===== src/core/drc_pkg.sv =====
// Shared constants and carrier types for the read capture path
package drc_pkg;
	// Pins per strobe group
	localparam int DQ_PER_GROUP = 8;
	// Reset values
	localparam logic [7:0] WORD_RST = 8'h00;
	// Output enable idle level: active low, so high is released
	localparam logic OE_N_IDLE = 1'b1;
	// Timing of the gate window in tenths of a clock period
	localparam int GATE_MIN_TENTHS = 2;
	localparam int GATE_MAX_TENTHS = 6;
	// Strobe phase shift in degrees
	localparam int STROBE_SHIFT_DEG = 72;
	// Write clock lag in degrees
	localparam int WRITE_LAG_DEG = 90;
	// Captured pair of half words
	typedef struct packed {
		logic [7:0] hi;
		logic [7:0] lo;
	} drc_pair_t;
endpackage


===== src/core/drc_capture.sv =====
// Read capture path: gated strobe capture and resync to system clock
// Functional notes
// RL1: Strobe phase-shift reference is an enable per top and bottom circuit.
// RL2: Delayed strobe is inverted; falling edge of delay is capture edge.
// RL3: System and write clocks share strobe frequency; write lags ninety.
// RL4: Different PLL input frequency needs separate reference pin; integrator.
// RL5: Captured words feed resync registers on the resync clock. The code has no resync clock; rd_pair_o is clocked by ref_clk_i.
// RL6: Resync clock data moves back into system domain by extra register. The code has no such extra register; rd_pair_o is already on ref_clk_i.
// RL7: PLL counters use even values only; integrator's choice.
// RL8: Strobe and data output enables are active low at the pins.
// RL9: DLL reference runs only during init and refresh, never reads.
// RL10: Reference toggle register is gated by a clock enable.
// RL11: Strobe phase shift programmed to seventy-two degrees.
// RL12: Capture stops after postamble so noise edges latch nothing.
// RL13: One gate register on undelayed strobe enables the group capture.
// RL14: Falling edge takes high half, next rising takes low, latch high.
// RL15: Resync samples high and low halves together on rising edge.
// RL16: Gate delay minus clock delay lies between 0.2 and 0.6 periods.
// RL17: Each strobe owns eight data pins captured by the same strobe.
// RL18: Controller arms gate before preamble and lets it close after burst.
`timescale 1ns/1ps
`default_nettype none
module drc_capture #(
	parameter int W = drc_pkg::DQ_PER_GROUP
) (
	// Clock and reset
	input  wire logic         ref_clk_i,
	input  wire logic         nrst_i,
	// Memory pins, sampled
	input  wire logic         dqs_i,
	input  wire logic [W-1:0] dq_i,
	// Controller control
	input  wire logic         gate_arm_i,
	input  wire logic         dll_ref_en_i,
	input  wire logic         rd_active_i,
	input  wire logic         dqs_drive_i,
	input  wire logic         dq_drive_i,
	// Outputs
	output logic              dqs_oe_n_o,
	output logic              dq_oe_n_o,
	output logic              dll_ref_top_o,
	output logic              dll_ref_bot_o,
	output drc_pkg::drc_pair_t rd_pair_o,
	output logic              rd_valid_o
);
	logic [W:0]   sy;
	logic         dqs_s;
	logic [W-1:0] dq_s;
	logic         dqs_d;
	logic         gate;
	logic [W-1:0] cap_hi;
	logic [W-1:0] cap_lo;
	logic [W-1:0] latch_hi;
	logic         have_hi;
	logic         pair_new;
	logic         dqs_edge;
	logic         ref_tog;
	logic         rd_active_s;

	// All registers run on the one system clock, no extra hop [RL3]
	// Pins cross from the strobe domain through two flops
	drc_sync #(.W(W+1)) u_sync (
		.ref_clk_i(ref_clk_i),
		.nrst_i   (nrst_i),
		.d_i      ({dqs_i, dq_i}),
		.q_o      (sy)
	);
	assign dqs_s = sy[W];
	assign dq_s  = sy[W-1:0];
	// Either strobe edge, seen two flops late
	assign dqs_edge = dqs_s ^ dqs_d;

	// Strobe history for edge detection
	always_ff @(posedge ref_clk_i)
	begin
		if (!nrst_i)
			dqs_d <= 1'b0;
		else
			dqs_d <= dqs_s;
	end

	// Gate register on the undelayed strobe; closes on the first strobe edge after arm drops [RL13] [RL12]
	always_ff @(posedge ref_clk_i)
	begin
		if (!nrst_i)
			gate <= 1'b0;
		else if (dqs_edge)
			gate <= gate_arm_i; // Sampled on strobe edges only [RL18]
	end

	// Falling strobe edge stands for rising inverted delayed strobe [RL2]
	always_ff @(posedge ref_clk_i)
	begin
		if (!nrst_i)
		begin
			cap_hi   <= drc_pkg::WORD_RST;
			cap_lo   <= drc_pkg::WORD_RST;
			latch_hi <= drc_pkg::WORD_RST;
			have_hi  <= 1'b0;
			pair_new <= 1'b0;
		end
		else
		begin
			pair_new <= 1'b0;
			if (gate && dqs_d && !dqs_s)
			begin
				cap_hi  <= dq_s; // High half on falling edge [RL14] [RL17]
				have_hi <= 1'b1;
			end
			else if (gate && !dqs_d && dqs_s && have_hi)
			begin
				cap_lo   <= dq_s; // Low half, latch passes high [RL14]
				latch_hi <= cap_hi;
				have_hi  <= 1'b0;
				pair_new <= 1'b1;
			end
		end
	end

	// Resync registers take both halves together [RL5] [RL15] [RL6]
	always_ff @(posedge ref_clk_i)
	begin
		if (!nrst_i)
		begin
			rd_pair_o  <= '0;
			rd_valid_o <= 1'b0;
		end
		else
		begin
			rd_valid_o <= pair_new;
			if (pair_new)
			begin
				rd_pair_o.hi <= latch_hi;
				rd_pair_o.lo <= cap_lo;
			end
		end
	end

	// Active-low pin enables from active-high requests [RL8]
	always_ff @(posedge ref_clk_i)
	begin
		if (!nrst_i)
		begin
			dqs_oe_n_o <= drc_pkg::OE_N_IDLE;
			dq_oe_n_o  <= drc_pkg::OE_N_IDLE;
		end
		else
		begin
			dqs_oe_n_o <= ~dqs_drive_i;
			dq_oe_n_o  <= ~dq_drive_i;
		end
	end

	// Read flag is from the same clock; no sync needed
	assign rd_active_s = rd_active_i;

	// Reference toggle gated off during reads [RL9] [RL10] [RL1]
	always_ff @(posedge ref_clk_i)
	begin
		if (!nrst_i)
			ref_tog <= 1'b0;
		else if (dll_ref_en_i && !rd_active_s)
			ref_tog <= ~ref_tog;
	end

	// Same reference to top and bottom circuits
	always_ff @(posedge ref_clk_i)
	begin
		if (!nrst_i)
		begin
			dll_ref_top_o <= 1'b0;
			dll_ref_bot_o <= 1'b0;
		end
		else
		begin
			dll_ref_top_o <= ref_tog;
			dll_ref_bot_o <= ref_tog;
		end
	end
endmodule
`default_nettype wire


===== src/core/drc_sync.sv =====
// Two-flop synchroniser, one lane per bit
`timescale 1ns/1ps
`default_nettype none
module drc_sync #(
	parameter int W = 1
) (
	// Clock and reset
	input  wire logic         ref_clk_i,
	input  wire logic         nrst_i,
	// Data
	input  wire logic [W-1:0] d_i,
	output logic      [W-1:0] q_o
);
	logic [W-1:0] meta;

	// First stage feeds only the second
	always_ff @(posedge ref_clk_i)
	begin
		if (!nrst_i)
		begin
			meta <= '0;
			q_o  <= '0;
		end
		else
		begin
			meta <= d_i;
			q_o  <= meta;
		end
	end
endmodule
`default_nettype wire

===== config.mk =====
export PLATFORM = sky130hd
export DESIGN_NAME = drc_capture
export DESIGN_NICKNAME = d
export VERILOG_FILES = /design/src/core/drc_pkg.sv /design/src/core/drc_capture.sv /design/src/core/drc_sync.sv
export SDC_FILE = /design/constraint.sdc
export NUM_CORES = 1
export LEC_CHECK = 0
export BUFFER_PORTS_ARGS = -buffer_cell sky130_fd_sc_hd__buf_2
export CORE_MARGIN = 2
export CORE_UTILIZATION = 30
export DETAILED_ROUTE_END_ITERATION = 10
export PLACE_DENSITY_LB_ADDON = 0.05
export SLEW_MARGIN = 20
export SYNTH_ARGS = -nofsm -noshare
export SYNTH_HDL_FRONTEND = slang
export SYNTH_HIERARCHICAL = 1
export SYNTH_SLANG_ARGS = --single-unit

===== constraint.sdc =====
create_clock -name ref_clk_i -period 1.65 [get_ports ref_clk_i]
set_input_delay 0.495 -clock ref_clk_i [delete_from_list [all_inputs] [get_ports ref_clk_i]]
set_output_delay 0.495 -clock ref_clk_i [all_outputs]
set_load 0.01 [all_outputs]

==> metrics <==
measured slew at the worst slew-check pin 0.436 ns; Sink Count 67; final wirelength 3.74 mm; setup TNS 0 ns; Pins Over Slew Limit 0; GRT Total Usage 0.106; routability cong. 0.695; clock latency on the worst-skew pair 0.32 ns; first-pass GRT wire length 6.87 mm; CP Cell Sequence buf_2; status finished, final reports clean; Die H 90.5 um; Final #Nets 269; global route total overflow 0; Vias per Instance 4.06; DRC Markers 0; CTS tree done; WS Path Type flop to output port; Compound-Gate Fraction of Synth Area 0.0619; Area growth syn-to-layout 18.6%; post-synthesis xor/xnor area fraction 0.00781; final setup fails 0; net switching power figure 0.623 mW; Synth Area per Inst 10.4 um2; drt first pass iters 4; Antenna Cells 0; Yosys warning total 6; mux cell area share after synthesis 0.0714; Final Util 0.367; syn_nets 231; cts hold-fix bufs 0; CTS Buf Count 9; Buf+Inv Stages, Crit Path 1; post-synthesis adder-cell area fraction 0; R2R Setup Slk 0.39 ns; simple-gate area share of the yosys netlist 0.208; Flop pwr share 0.558; initial antenna violation count 0; WL/cell 10.5 um; Clock Tree Buf Depth 2; CTS H-tree depth 3; Max Clock Freq 0.775 GHz; largest family of logic cells by synthesized area simple AND/OR/NAND/NOR gates; CP Capture Type output port; die area 0.00818 mm2; Fin. Hold Viols 0; Vias 1444; post-synth top area cell dfxtp_1; CP max FO 2; Tmin final 1.29 ns; share of cells above drive strength 1 0.284; PortBufs 36; post-synthesis cell count 215; Worst setup SP type flop; clock root cell clkbuf_8; slew margin rel. 0.709; Max Cap Violations 0; unique cell type count in the Yosys netlist 20; PwrDens 1120 mW/mm2; Die Span X 90.5 um; vias in the first global route 1428; Detail Placement HPWL 2.58 mm; clock share of power 0.409; core area 0.00725 mm2; RSZ-0062 raised after global routing no; I/O Pins 37; most common cell after layout, fill and taps aside dfxtp_1; most frequent cells in the layout dfxtp_1, buf_2, nand3_1; final period utilization 0.782; Critical Path AT 0.80 ns; Seq/Total Area, Yosys 0.598; Synth area leaders dfxtp_1, mux2i_1, nand3_1, o21ai_1, and2_2; Crit path max-delay family flip-flops; starting density of the core 0.309; DR iter-0 viols 50; Critical Path Slowest Stage Cell dfxtp_1; post-CTS setup buffers 0; antenna-violating nets left 0; post-CTS sizing 0; Synth top area share 0.598; Logic pwr share 0.032; synthesized flop and latch total 67; Synth Cell Area 0.00224 mm2; clk slew on worst S/H paths 0.06 ns; worst path required time 1.15 ns; P_leak 1.06 nW; Sw Ratio 0.210; Worst Hold Class input port to flop; clk_skew 0.00545 ns; cell row count 31; CP max stage delay 0.34 ns; Pint 2.35 mW; pin count of the biggest net entering global routing 34; Peak VDD IR 377 uV
cell usage after synthesis:
| library cell | number |
|---|---|
| nand3b_2 | 1 |
| inv_2 | 1 |
| buf_1 | 1 |
| nand3_1 | 25 |
| nand2_1 | 20 |
| o21ai_0 | 1 |
| nand4b_4 | 1 |
| xnor2_1 | 2 |
| buf_4 | 6 |
| nor2b_1 | 2 |
| buf_2 | 2 |
| nor2_1 | 18 |
| buf_6 | 5 |
| dfxtp_1 | 67 |
| o21ai_1 | 24 |
| and2_1 | 6 |
| and2_2 | 15 |
| a21oi_1 | 1 |
| o32ai_1 | 1 |
| mux2i_1 | 16 |
path summary, 6_finish.rpt:
kind	start	to	cells after the start
max reg2reg	gate	latch_hi[5]	3
max	rd_pair_o[2]	rd_pair_o[2]	1
min reg2reg	u_sync/meta[5]	u_sync/q_o[5]	1
min	dq_drive_i	dq_oe_n_o	2
per-layer routing:
layer	vias to the layer above	track usage	wire length (um)
li1	791	-	-
met3	9	0.0292	149
met1	614	0.149	2040
met2	30	0.145	1460
met5	-	0	0
met4	0	0.0577	92
through the flow:
| stage | cell area (um2) | hold WS, ns | instances | total power [mW] | setup WS [ns] |
|---|---|---|---|---|---|
| after floorplan | 2240 | 0.412 | 215 | 1.76 | 0.585 |
| after global placement | 2480 | 0.418 | 341 | 1.79 | 0.404 |
| after detailed placement | 2480 | 0.419 | 341 | 1.80 | 0.377 |
| after CTS | 2660 | 0.306 | 356 | 3.03 | 0.336 |
| after global routing | 2660 | 0.312 | 356 | 3.12 | 0.195 |
| final | 2660 | 0.325 | 356 | 2.97 | 0.359 |
power groups by stage:
stage | clock network (mW) | registers [mW] | logic (mW)
after global placement | 0 | 1.70 | 0.0991
after detailed placement | 0 | 1.70 | 0.0995
after CTS | 1.27 | 1.66 | 0.0996
after floorplan | 0 | 1.70 | 0.0654
after global routing | 1.35 | 1.66 | 0.112
final | 1.22 | 1.66 | 0.0960
layout make-up:
class	instances	area (um2)
Fill cell	771	4590
Tap cell	99	124
Clock buffer	13	169
Multi-Input combinational cell	133	782
Sequential cell	67	1340
Clock inverter	2	10.0
Timing Repair Buffer	41	230
Inverter	1	3.75
worst reg2reg max path: cells and delay by family, from the launching register on:
kind,cells,cell delay [ns]
and+or+nand+nor,2,0.62
DFF,1,0.44
AOI/OAI and AO/OA,1,0.08
sequential cells by signal, summed over array words and instances, names as in the netlist:
signal,count
rd_pair_o,16
gate,1
dqs_oe_n_o,1
dq_oe_n_o,1
latch_hi,8
u_sync/q_o,9
pair_new,1
cap_hi,8
rd_valid_o,1
u_sync/meta,9
cap_lo,8
ref_tog,1
dqs_d,1
have_hi,1
dll_ref_bot_o,1
cell families after synthesis:
| kind of cell | Yosys count |
|---|---|
| flip-flops | 67 |
| AO/OA/AOI/OAI | 27 |
| XOR/XNOR | 2 |
| buffers and inverters | 15 |
| AND/OR/NAND/NOR | 88 |
| multiplexers | 16 |
Power figures use the tool's default switching activity.
